File: src/ctb_pkg.sv
package ctb_pkg;

    // Avalon-MM slave geometry: byte addresses, one 32-bit word per register.
    localparam int ADDR_W = 5;
    localparam int DATA_W = 32;

    localparam logic [ADDR_W-1:0] OFS_MODE   = 5'h00;
    localparam logic [ADDR_W-1:0] OFS_STATUS = 5'h04;
    localparam logic [ADDR_W-1:0] OFS_MASK   = 5'h08;
    localparam logic [ADDR_W-1:0] OFS_COUNT  = 5'h0c;

    // Mode register fields.
    localparam int BIT_IDLE_SUSPEND = 7;
    localparam int BIT_WD_ENABLE    = 6;
    localparam int BIT_WD_LOCK      = 5;
    localparam int BIT_UNUSED       = 4;
    localparam int SEL_MSB          = 3;
    localparam int SEL_LSB          = 1;
    localparam int BIT_OVF_IRQ_EN   = 0;

    // Status and mask registers share one layout.
    localparam int BIT_STAT_OVF = 0;

    localparam logic [7:0] MODE_RESET   = 8'h00;
    localparam logic [0:0] STATUS_RESET = 1'h0;
    localparam logic [0:0] MASK_RESET   = 1'h0;
    localparam logic [15:0] COUNT_RESET = 16'h0000;

    // Terminal counts of the prescalers.
    localparam logic [3:0] DIV12_LAST = 4'hb;
    localparam logic [1:0] DIV4_LAST  = 2'h3;
    localparam logic [2:0] DIV8_LAST  = 3'h7;

    typedef enum logic [2:0] {
        SEL_SYS_DIV12 = 3'h0,
        SEL_SYS_DIV4  = 3'h1,
        SEL_TIMER0    = 3'h2,
        SEL_ECI_FALL  = 3'h3,
        SEL_SYS       = 3'h4,
        SEL_EXT_DIV8  = 3'h5,
        SEL_RSVD_6    = 3'h6,
        SEL_RSVD_7    = 3'h7
    } ctb_sel_t;

    typedef enum logic [1:0] {
        BUS_IDLE = 2'b01,
        BUS_ACK  = 2'b10
    } ctb_bus_t;

    // Three-stage synchroniser with agreement filter: returns next stage vector
    // and next filtered level packed as {level, s2, s1, s0}.
    function automatic logic [3:0] ctb_sync_step(input logic [2:0] stages,
                                                  input logic       level,
                                                  input logic       pin);
        logic       lvl;
        lvl = (stages[1] == stages[2]) ? stages[2] : level;
        return {lvl, stages[1:0], pin};
    endfunction : ctb_sync_step

endpackage : ctb_pkg

File: src/ctb_count_if.sv
`timescale 1ns/1ps
interface ctb_count_if;
    import ctb_pkg::*;

    ctb_sel_t    sel;
    logic        tick;
    logic        run;
    logic        load;
    logic [15:0] load_data;
    logic [15:0] count;
    logic        wrap;

    modport tbase (input sel, output tick);
    modport cnt   (input tick, input run, input load, input load_data,
                   output count, output wrap);
    modport ctl   (output sel, output run, output load, output load_data,
                   input count, input wrap);
endinterface : ctb_count_if

File: src/ctb_counter.sv
`timescale 1ns/1ps
module ctb_counter (
    input  wire logic clk_in,
    input  wire logic rst_n_in,
    ctb_count_if.cnt  cn
);
    import ctb_pkg::*;

    typedef struct packed {
        logic [15:0] count;
        logic        wrap;
    } ctb_cnt_state_t;

    ctb_cnt_state_t st;
    ctb_cnt_state_t next_st;

    always_comb
    begin
        next_st      = st;
        next_st.wrap = 1'b0;
        if (cn.load)
        begin
            next_st.count = cn.load_data;
        end
        else if (cn.run && cn.tick)
        begin
            next_st.count = st.count + 16'h0001;
            next_st.wrap  = (st.count == 16'hffff);
        end
    end

    always_ff @(posedge clk_in or negedge rst_n_in)
    begin
        if (!rst_n_in)
        begin
            st <= '{count: COUNT_RESET, wrap: 1'b0};
        end
        else
        begin
            st <= next_st;
        end
    end

    assign cn.count = st.count;
    assign cn.wrap  = st.wrap;

endmodule : ctb_counter

File: src/ctb_timebase.sv
`timescale 1ns/1ps
module ctb_timebase (
    input  wire logic clk_in,
    input  wire logic rst_n_in,
    input  wire logic timer0_overflow_in,
    input  wire logic external_count_input_in,
    input  wire logic external_clock_in,
    ctb_count_if.tbase tb
);
    import ctb_pkg::*;

    typedef struct packed {
        logic [2:0] eci_sync;
        logic       eci_level;
        logic [2:0] ext_sync;
        logic       ext_level;
        logic [3:0] div12;
        logic [1:0] div4;
        logic [2:0] ext_div;
        logic       tick;
    } ctb_tb_state_t;

    ctb_tb_state_t st;
    ctb_tb_state_t next_st;

    always_comb
    begin
        logic [3:0] eci_v;
        logic [3:0] ext_v;
        logic       eci_fall;
        logic       ext_rise;
        logic       ext8;
        eci_v    = ctb_sync_step(st.eci_sync, st.eci_level, external_count_input_in);
        ext_v    = ctb_sync_step(st.ext_sync, st.ext_level, external_clock_in);
        eci_fall = st.eci_level & ~eci_v[3];
        ext_rise = ~st.ext_level & ext_v[3];
        ext8     = ext_rise && (st.ext_div == DIV8_LAST);
        next_st           = st;
        next_st.eci_sync  = eci_v[2:0];
        next_st.eci_level = eci_v[3];
        next_st.ext_sync  = ext_v[2:0];
        next_st.ext_level = ext_v[3];
        next_st.div12     = (st.div12 == DIV12_LAST) ? 4'h0 : st.div12 + 4'h1;
        next_st.div4      = st.div4 + 2'h1;
        // The external clock is divided after synchronisation, so every tick is
        // a clean one-cycle pulse of the system clock.
        if (ext_rise)
        begin
            next_st.ext_div = st.ext_div + 3'h1;
        end
        unique case (tb.sel)
            SEL_SYS_DIV12: next_st.tick = (st.div12 == DIV12_LAST);
            SEL_SYS_DIV4:  next_st.tick = (st.div4 == DIV4_LAST);
            SEL_TIMER0:    next_st.tick = timer0_overflow_in;
            SEL_ECI_FALL:  next_st.tick = eci_fall;
            SEL_SYS:       next_st.tick = 1'b1;
            SEL_EXT_DIV8:  next_st.tick = ext8;
            default:       next_st.tick = 1'b0;
        endcase
    end

    always_ff @(posedge clk_in or negedge rst_n_in)
    begin
        if (!rst_n_in)
        begin
            st <= '0;
        end
        else
        begin
            st <= next_st;
        end
    end

    assign tb.tick = st.tick;

endmodule : ctb_timebase

File: src/ctb_top.sv
// Functional notes
// - Mode bit 4 reads zero, writes ignored.
// - Select field picks div12, div4, timer0, sysclk.
// - Code 011 counts falling edges of input.
// - Code 101 counts synchronised external clock over eight.
// - Overflow flag raises request only when enabled.
// - Watchdog enabled blocks writes to mode bits other than enable and lock, and to the count; mask writes still land.
// - Watchdog enable turns module 2 into watchdog.
// - Lock keeps watchdog enabled until reset.
// - Idle suspend halts counting during processor idle.
`timescale 1ns/1ps
module ctb_top (
    input  wire logic                          clk_in,
    input  wire logic                          rst_n_in,
    // Avalon-MM slave.
    input  wire logic [ctb_pkg::ADDR_W-1:0]    avs_address_in,
    input  wire logic                          avs_read_in,
    input  wire logic                          avs_write_in,
    input  wire logic [ctb_pkg::DATA_W-1:0]    avs_writedata_in,
    input  wire logic [3:0]                    avs_byteenable_in,
    output logic      [ctb_pkg::DATA_W-1:0]    avs_readdata_out,
    output logic                               avs_waitrequest_out,
    // Count sources and system status.
    input  wire logic                          timer0_overflow_in,
    input  wire logic                          external_count_input_in,
    input  wire logic                          external_clock_in,
    input  wire logic                          cpu_idle_in,
    // Results.
    output logic                               irq_out,
    output logic                               watchdog_enable_out,
    output logic                               counter_overflow_flag_out
);
    import ctb_pkg::*;

    typedef struct packed {
        ctb_bus_t    bus;
        logic [31:0] rdata;
        logic [7:0]  mode;
        logic [0:0]  status;
        logic [0:0]  mask;
        logic        irq;
    } ctb_top_state_t;

    ctb_top_state_t st;
    ctb_top_state_t next_st;

    ctb_count_if cif ();

    ctb_timebase u_timebase (
        .clk_in                  (clk_in),
        .rst_n_in                (rst_n_in),
        .timer0_overflow_in      (timer0_overflow_in),
        .external_count_input_in (external_count_input_in),
        .external_clock_in       (external_clock_in),
        .tb                      (cif.tbase)
    );

    ctb_counter u_counter (
        .clk_in   (clk_in),
        .rst_n_in (rst_n_in),
        .cn       (cif.cnt)
    );

    // Register read data seen by software, by address.
    function automatic logic [31:0] ctb_read_mux(input logic [ADDR_W-1:0] addr,
                                                 input logic [7:0]        mode,
                                                 input logic [0:0]        status,
                                                 input logic [0:0]        mask,
                                                 input logic [15:0]       count);
        logic [31:0] d;
        d = 32'h0000_0000;
        unique case (addr)
            OFS_MODE:
            begin
                d[7:0]          = mode;
                d[BIT_UNUSED]   = 1'b0;
            end
            OFS_STATUS: d[0:0]  = status;
            OFS_MASK:   d[0:0]  = mask;
            OFS_COUNT:  d[15:0] = count;
            default:    d       = 32'h0000_0000;
        endcase
        return d;
    endfunction : ctb_read_mux

    // Applies a software write to the mode register under the watchdog guards.
    function automatic logic [7:0] ctb_mode_write(input logic [7:0] cur,
                                                  input logic [7:0] wr);
        logic [7:0] n;
        n = cur;
        if (!cur[BIT_WD_ENABLE])
        begin
            n = wr;
        end
        else
        begin
            // Only the enable itself may move; the lock may still be set so
            // that software can arm the watchdog permanently.
            n[BIT_WD_ENABLE] = wr[BIT_WD_ENABLE];
            n[BIT_WD_LOCK]   = cur[BIT_WD_LOCK] | wr[BIT_WD_LOCK];
        end
        if (cur[BIT_WD_LOCK])
        begin
            n[BIT_WD_ENABLE] = 1'b1;
            n[BIT_WD_LOCK]   = 1'b1;
        end
        n[BIT_UNUSED] = 1'b0;
        return n;
    endfunction : ctb_mode_write

    logic access_done;
    logic wr_mode;
    logic wr_mask;
    logic wr_count;
    logic rd_status;

    always_comb
    begin
        access_done = (st.bus == BUS_ACK);
        wr_mode     = access_done && avs_write_in && (avs_address_in == OFS_MODE)
                      && avs_byteenable_in[0];
        wr_mask     = access_done && avs_write_in && (avs_address_in == OFS_MASK)
                      && avs_byteenable_in[0];
        // The counter may only be rewritten while the watchdog is off.
        wr_count    = access_done && avs_write_in && (avs_address_in == OFS_COUNT)
                      && !st.mode[BIT_WD_ENABLE];
        rd_status   = access_done && avs_read_in && (avs_address_in == OFS_STATUS);
    end

    // Counter control toward the shared counter.
    always_comb
    begin
        cif.sel       = ctb_sel_t'(st.mode[SEL_MSB:SEL_LSB]);
        // Reserved select codes produce no ticks; software keeps clear of them.
        cif.run       = !(st.mode[BIT_IDLE_SUSPEND] && cpu_idle_in);
        cif.load      = wr_count;
        cif.load_data = st.mode[BIT_WD_ENABLE] ? cif.count : avs_writedata_in[15:0];
        if (wr_count)
        begin
            cif.load_data[7:0]  = avs_byteenable_in[0] ? avs_writedata_in[7:0]
                                                       : cif.count[7:0];
            cif.load_data[15:8] = avs_byteenable_in[1] ? avs_writedata_in[15:8]
                                                       : cif.count[15:8];
        end
    end

    always_comb
    begin
        next_st = st;
        unique case (st.bus)
            BUS_IDLE:
            begin
                if (avs_read_in || avs_write_in)
                begin
                    next_st.bus   = BUS_ACK;
                    next_st.rdata = ctb_read_mux(avs_address_in, st.mode, st.status,
                                                 st.mask, cif.count);
                end
            end
            BUS_ACK:
            begin
                next_st.bus = BUS_IDLE;
            end
            default:
            begin
                next_st.bus = BUS_IDLE;
            end
        endcase

        if (wr_mode)
        begin
            next_st.mode = ctb_mode_write(st.mode, avs_writedata_in[7:0]);
        end
        if (wr_mask)
        begin
            next_st.mask = avs_writedata_in[0:0];
        end

        // Only the bits that were returned are cleared, so an overflow landing
        // between sampling and completion is not lost; a new wrap wins anyway.
        if (rd_status)
        begin
            next_st.status = st.status & ~st.rdata[0:0];
        end
        if (cif.wrap)
        begin
            next_st.status[BIT_STAT_OVF] = 1'b1;
        end

        next_st.irq = next_st.status[BIT_STAT_OVF] && next_st.mask[BIT_STAT_OVF]
                      && next_st.mode[BIT_OVF_IRQ_EN];
    end

    always_ff @(posedge clk_in or negedge rst_n_in)
    begin
        if (!rst_n_in)
        begin
            st <= '{bus: BUS_IDLE, rdata: 32'h0000_0000, mode: MODE_RESET,
                    status: STATUS_RESET, mask: MASK_RESET, irq: 1'b0};
        end
        else
        begin
            st <= next_st;
        end
    end

    assign avs_readdata_out          = st.rdata;
    // The idle code has bit 0 set and the answer code clears it, so waitrequest
    // is the state flop itself with no decode behind it.
    assign avs_waitrequest_out       = st.bus[0];
    assign irq_out                   = st.irq;
    assign watchdog_enable_out       = st.mode[BIT_WD_ENABLE];
    assign counter_overflow_flag_out = st.status[BIT_STAT_OVF];

endmodule : ctb_top

File: config.mk
export PLATFORM = sky130hd
export DESIGN_NAME = ctb_top
export DESIGN_NICKNAME = d
export VERILOG_FILES = /design/src/ctb_pkg.sv /design/src/ctb_count_if.sv /design/src/ctb_counter.sv /design/src/ctb_timebase.sv /design/src/ctb_top.sv
export SDC_FILE = /design/constraint.sdc
export NUM_CORES = 1
export LEC_CHECK = 0
export BUFFER_PORTS_ARGS = -buffer_cell sky130_fd_sc_hd__buf_2
export CORE_ASPECT_RATIO = 1.25
export CORE_UTILIZATION = 35
export CTS_CLUSTER_SIZE = 40
export DETAILED_ROUTE_END_ITERATION = 10
export GPL_ROUTABILITY_DRIVEN = 1
export GPL_TIMING_DRIVEN = 1
export PLACE_DENSITY = 0.63
export SETUP_SLACK_MARGIN = 0.4
export SLEW_MARGIN = 5
export SYNTH_ARGS = -nofsm -noshare
export SYNTH_HDL_FRONTEND = slang
export SYNTH_HIERARCHICAL = 1
export SYNTH_SLANG_ARGS = --single-unit
File: constraint.sdc
create_clock -name clk_in -period 3.6 [get_ports clk_in]
set_input_delay 0.72 -clock clk_in [delete_from_list [all_inputs] [get_ports clk_in]]
set_output_delay 0.72 -clock clk_in [all_outputs]
set_load 0.1 [all_outputs]
* After elaboration in Yosys (flattened, before gate mapping)
Cells that the tools add are included.
** Storage, ports and cells
- Word-level logic and storage cells :: 95
- Input port bits :: 49
- Register bits after elaboration :: 63
** Cells by class
- Add/subtract/negate cells :: 4
- Bitwise gates (word level) :: 8
- Muxes and demuxes :: 21
- Reduce and logical (&&, ||, !) cells :: 24
- Eq/ne operators :: 19
** Operator list (count)
- 2-to-1 mux 34 bit :: 1
- 2-to-1 mux 8 bit :: 3
- 2-to-1 mux 17 bit :: 1
- adder 16 x 1 -> 16 bit (second input constant) :: 1
- equality test 16 bit (second input constant) :: 1
- 2-to-1 mux 16 bit :: 1
- logical AND 1 bit :: 14
- case mux 7 bit (2 select lines) :: 1
- equality test 5 x 4 -> 1 bit (second input constant) :: 2
- equality test 3 bit (second input constant) :: 3
- 2-to-1 mux 1 bit :: 9
- AND reduction 2 bit :: 4
- equality test 3 x 2 -> 1 bit (second input constant) :: 2
- inequality test 2 bit (second input constant) :: 3
- case mux 1 bit (6 select lines) :: 1
- equality test 5 x 3 -> 1 bit (second input constant) :: 1
- zero test 5 bit :: 1
- adder 4 x 1 -> 4 bit (second input constant) :: 1
- equality test 2 bit (second input constant) :: 2
- equality test 4 bit (second input constant) :: 1
- 2-to-1 mux 2 bit :: 2
- 2-to-1 mux 4 bit :: 1
- NOT 1 bit :: 4
- case mux 1 bit (4 select lines) :: 1
- other kinds (11) :: 15

* Logic depth before layout (Yosys ltp)
- Word-level depth :: 7
- Gate-level depth with buffers :: 7
- Gate-level depth less buffers :: 6

* Cells and area by module
The synthesis kept the hierarchy.
** By module, submodules not included
- ctb_top :: cells an instance 163, sequential area each 701.9 µm², area an instance 1642.8 µm², instances 1
- ctb_counter :: cells an instance 104, sequential area each 425.4 µm², area an instance 955.9 µm², instances 1
- ctb_timebase :: cells an instance 48, sequential area each 450.4 µm², area an instance 694.4 µm², instances 1

* Least setup slack after synthesis
OpenSTA, ideal clock, no wires.
- Kind :: input port to flip-flop
- From :: input port avs_address_in[4] (netlist name)
- To :: register u_counter.st, in the netlist u_counter/cn.count[4]
- Setup time :: 0.083 ns
- Arrival :: 2.405 ns
- Stages on the path :: 7
- Setup slack :: 1.112 ns
- Path through :: or4b_1 nor3_1 clkbuf_1 clkbuf_1 clkbuf_1 nand2_1 o21ai_0
** Between the ends
- Cells in the longest elaborated chain, start to end :: 5
- Elaborated cells on any way between the ends :: 7
** RTL lines
- from (decl) :: RTL line ctb_top.sv:16 : input wire logic [ctb_pkg::ADDR_W-1:0] avs_address_in,
- equality test 5 x 4 -> 1 bit (*) :: RTL line ctb_top.sv:125 : wr_count = access_done && avs_write_in && (avs_address_in == OFS_COUNT)
- logical AND 1 bit (*) :: RTL line ctb_top.sv:125
- logical AND 1 bit (*) :: RTL line ctb_top.sv:126 : && !st.mode[BIT_WD_ENABLE];
- named net cif.load :: RTL line ctb_count_if.sv:8 : logic load;
- inequality test 2 bit (no source line) or nonzero test 2 bit (tied branches)
- AND reduction 2 bit (no source line)
- to (signal assigned) :: RTL line ctb_counter.sv:36 : st <= '{count: COUNT_RESET, wrap: 1'b0};
- to (signal assigned) :: RTL line ctb_counter.sv:40 : st <= next_st;
- to (decl) :: RTL line ctb_counter.sv:14 : ctb_cnt_state_t st;
The timed path passes the listed nets; every way through them passes the cells marked *.
A chain may end at the register's enable or synchronous reset.

* Worst setup path after layout
- From :: input port avs_address_in[4] (netlist name)
- To :: register u_counter.st, in the netlist u_counter/cn.count[9]
** Between the ends
- Cells in the longest elaborated chain, start to end :: 5
- Elaborated cells on any way between the ends :: 7
** RTL lines (RTL line)
- equality test 5 x 4 -> 1 bit (*) :: ctb_top.sv:125
- logical AND 1 bit (*) :: ctb_top.sv:125
- logical AND 1 bit (*) :: ctb_top.sv:126
- inequality test 2 bit (no source line) or nonzero test 2 bit (tied branches)
- AND reduction 2 bit (no source line)
Every way passes the cells marked *; elsewhere a longest branch is shown, timed or not.

==> metrics <==
DR vias=2,275; Yosys warnings=6; CTS sink cnt=63; Ant. Diodes=0; Primary FF master, synth=dfrtp_1; Syn Std Cell Area=3293 sq um; setup bufs post-CTS=0; Placed Area=approximately 3500 sq um; Finished Cell Area=3825 sq um; Hold Crit Depth=0; Yosys cell types=46; HP Class=reg -> reg; Yosys reg bits=63; clock-pin slew on the worst setup and hold paths=60 ps; Slew HR=38.50%; Starting Density=36.09%; initial antenna violation count=0; Pwr Density=602.7 nW/um^2; fraction of layout cells with a size suffix above 1=between 20% and 30%; setup violators final=0; Tcrit/Tclk final=65.36%; Setup crit end kind=register; highest-delay cell along the critical path=or4b_1; core area=9125 sq um; Worst R2R End=u_counter/cn.count[9]$_DFFE_PN0P_; Port Buf Inserts=50; final wirelength=6434 um; worst-skew pair later-pin latency=about 330 ps; r2r setup slk=between 1000 and 1500 ps; CTS Buffer Depth=2; final hold violation count=0; largest stage delay on the critical path=620 ps; Hold EP=u_timebase/next_st[17]$_DFF_PN0_; number of flops mapped to enable cells by yosys=0; clock root cell=clkbuf_16; total congestion overflow=0; vias in the first global route=2,271; Resize count post-CTS=0; VDD IR max=0.2337 mV; Total GRT Usage=14.30%; full die area=9804 sq um; Post-Syn Instances=315; RR Startpoint=avs_waitrequest_out$_DFFE_PN1P_; area grow syn2layout=16.15%; HPWL after DPL=4730 um; CTS buffer count=9; Worst path top cell family by delay=simple AND/OR/NAND/NOR gates; chip height=110.5 um; cts hold-fix bufs=0; critical path fanouts, max=8; Arr. time, crit path=2560 ps; hold wc startpoint=u_timebase/next_st[16]$_DFF_PN0_; async set-reset flop share out of synthesis=100.0%; syn avg cell area=10.45 sq um; Vias per Instance=4.720; Layout Nets=408; Site Rows=39; status=finished clean; first-iteration detailed-routing DRC count=111; drt wl/cell=roughly 13 um; Pre-Repair DR Iteration Count=4; max-cap violations=0; crit path time final=2353 ps; critical path, cell by cell=buf_2, or4b_1, nor3_1, nor2_1, mux2_2, a221o_1; Static Leakage=1.733 nW; fmax=425.0 MHz; # IOs=85; path type of the worst setup path=in -> reg; Remaining DRCs=0; setup TNS=0 ps; Levels on crit path=6; CTS tree=yes; final slew viol count=0; unrepaired setup endpoints after global routing=false; final RePlAce weighted congestion=around 0.76; first-pass GRT wire length=between 10,000 and 15,000 um; worst-case reg-to-reg path depth=5; worst slew pin tran=~900 ps; Fin Clk Skew=roughly 11 ps; Die Wd=88.76 um; Setup crit start kind=input pin; Seq/Total Area, Yosys=47.91%; Worst Path Buf+Inv=1; CTS H-Tree Depth=3; largest net degree at the start of global routing=42; Hold Slack=between 300 and 400 ps; CP required=3810 ps; Post-DRT Antenna Nets=0
## sequential cells by signal, summed over array words and instances, names as in the netlist
name,flops
irq_out,1
counter_overflow_flag_out,1
u_counter/cn.count,16
cif.sel,3
u_timebase/st,13
u_timebase/next_st,4
avs_readdata_out,16
st,5
u_timebase/tb.tick,1
avs_waitrequest_out,1
u_counter/cn.wrap,1
watchdog_enable_out,1
## where the power goes
group	switching [W]	leakage [nW]	internal (W)
Sequential	0.000107	0.819	0.000799
Clock	0.000302	0.150	0.000625
Combinational	0.000326	0.764	0.000145
Total	0.000735	1.73	0.00157
## logic make-up (layout without fill, tap and decap cells)
logic type | after synthesis | after routing | synth area share, %
xor gates and xnor gates | 13 | 13 | 3.457
buffers and inverters | 49 | 78 | 9.575
AOI/OAI and AO/OA | 50 | 50 | 9.423
muxes | 29 | 29 | 10.60
other | 1 | 16 | 0.1139
adders and majority gates | 7 | 7 | 2.508
DFF | 63 | 63 | 47.91
and+or+nand+nor | 103 | 103 | 16.41
## worst register-to-register path, cell delays in order, from the launching register on
cell and delay (ps):
dfstp_2 560, nand4b_1 190, nor3_1 70, nor2_1 620, mux2_2 410, a221o_1 340
## final cells by class
type / count / area [sq um]
Clock buffer: 13 / 250.2
Clock inverter: 3 / 67.56
Fill cell: 900 / 5300
Inverter: 7 / 26.28
Tap cell: 123 / 153.9
Multi-Input combinational cell: 218 / 1461
Sequential cell: 63 / 1578
Timing Repair Buffer: 55 / 287.8
## metal layers
metal / GRT usage (%) / vias to the layer above / share of wire (%)
met5: 0 / - / 0
met4: 4.731 / 0 / 1.4
met3: 4.858 / 7 / 5.1
met2: 23.08 / 45 / 50
met1: 17.64 / 1078 / 44
li1: - / 1145 / -
## worst max-delay path by stage
stage	start	to	slack [ps]
CTS	avs_address_in[4]	u_counter/cn.count[9]$_DFFE_PN0P_	1240
floorplan	avs_address_in[4]	u_counter/cn.count[4]$_DFFE_PN0P_	1110
detailed placement	avs_address_in[4]	u_counter/cn.count[9]$_DFFE_PN0P_	890
finish	avs_address_in[4]	u_counter/cn.count[9]$_DFFE_PN0P_	1250
global route	avs_address_in[4]	u_counter/cn.count[9]$_DFFE_PN0P_	1120
global placement	avs_address_in[4]	u_counter/cn.count[9]$_DFFE_PN0P_	940
## cell usage after synthesis, drive strengths merged (2+ instances only)
cell / count / area, sq um
dfrtp: 62 / 1551
nand2: 49 / 183.9
buf: 34 / 259.0
o21ai: 27 / 135.1
mux2: 25 / 292.8
nor2: 11 / 41.29
nor4: 9 / 71.32
a22oi: 8 / 60.06
clkbuf: 8 / 30.03
nor3: 8 / 40.04
inv: 7 / 26.28
xnor2: 7 / 61.31
xor2: 6 / 52.55
a21oi: 5 / 25.02
ha: 5 / 62.56
nand4: 5 / 46.29
mux2i: 3 / 30.03
nand3: 3 / 15.01
nand4b: 3 / 26.28
or3: 3 / 23.77
a21o: 2 / 15.01
a22o: 2 / 17.52
maj3: 2 / 20.02
nor2b: 2 / 12.51
nor3b: 2 / 15.01
o31a: 2 / 17.52
## cells in the final DEF (no fill, tap or decap), types with 3 or more instances in the layout
| master | n |
|---|---|
| xor2_1 | 6 |
| dfrtp_1 | 62 |
| inv_1 | 7 |
| nor2_1 | 11 |
| ha_1 | 5 |
| conb_1 | 16 |
| clkbuf_16 | 9 |
| clkbuf_1 | 3 |
| mux2_4 | 3 |
| mux2_2 | 22 |
| xnor2_1 | 7 |
| o21ai_0 | 27 |
| nand2_1 | 49 |
| nand4_1 | 4 |
| a22oi_1 | 8 |
| a21oi_1 | 5 |
| buf_4 | 5 |
| nand3_1 | 3 |
| nor3_1 | 7 |
| nand4b_1 | 3 |
| nor4_1 | 8 |
| buf_2 | 50 |
| mux2i_1 | 3 |
## through the flow
stage          power (W)  util (%)  std cells  worst slack, ps
6_report        0.002305     41.92        482             1247
5_1_grt         0.002404     41.92        482             1117
4_1_cts         0.002321     41.92        482             1242
3_5_place_dp    0.001392     38.43        466            893.7
3_3_place_gp    0.001373     38.43        466            938.2
2_1_floorplan   0.001295         -        330             1112
Power figures use the tool's default switching activity.
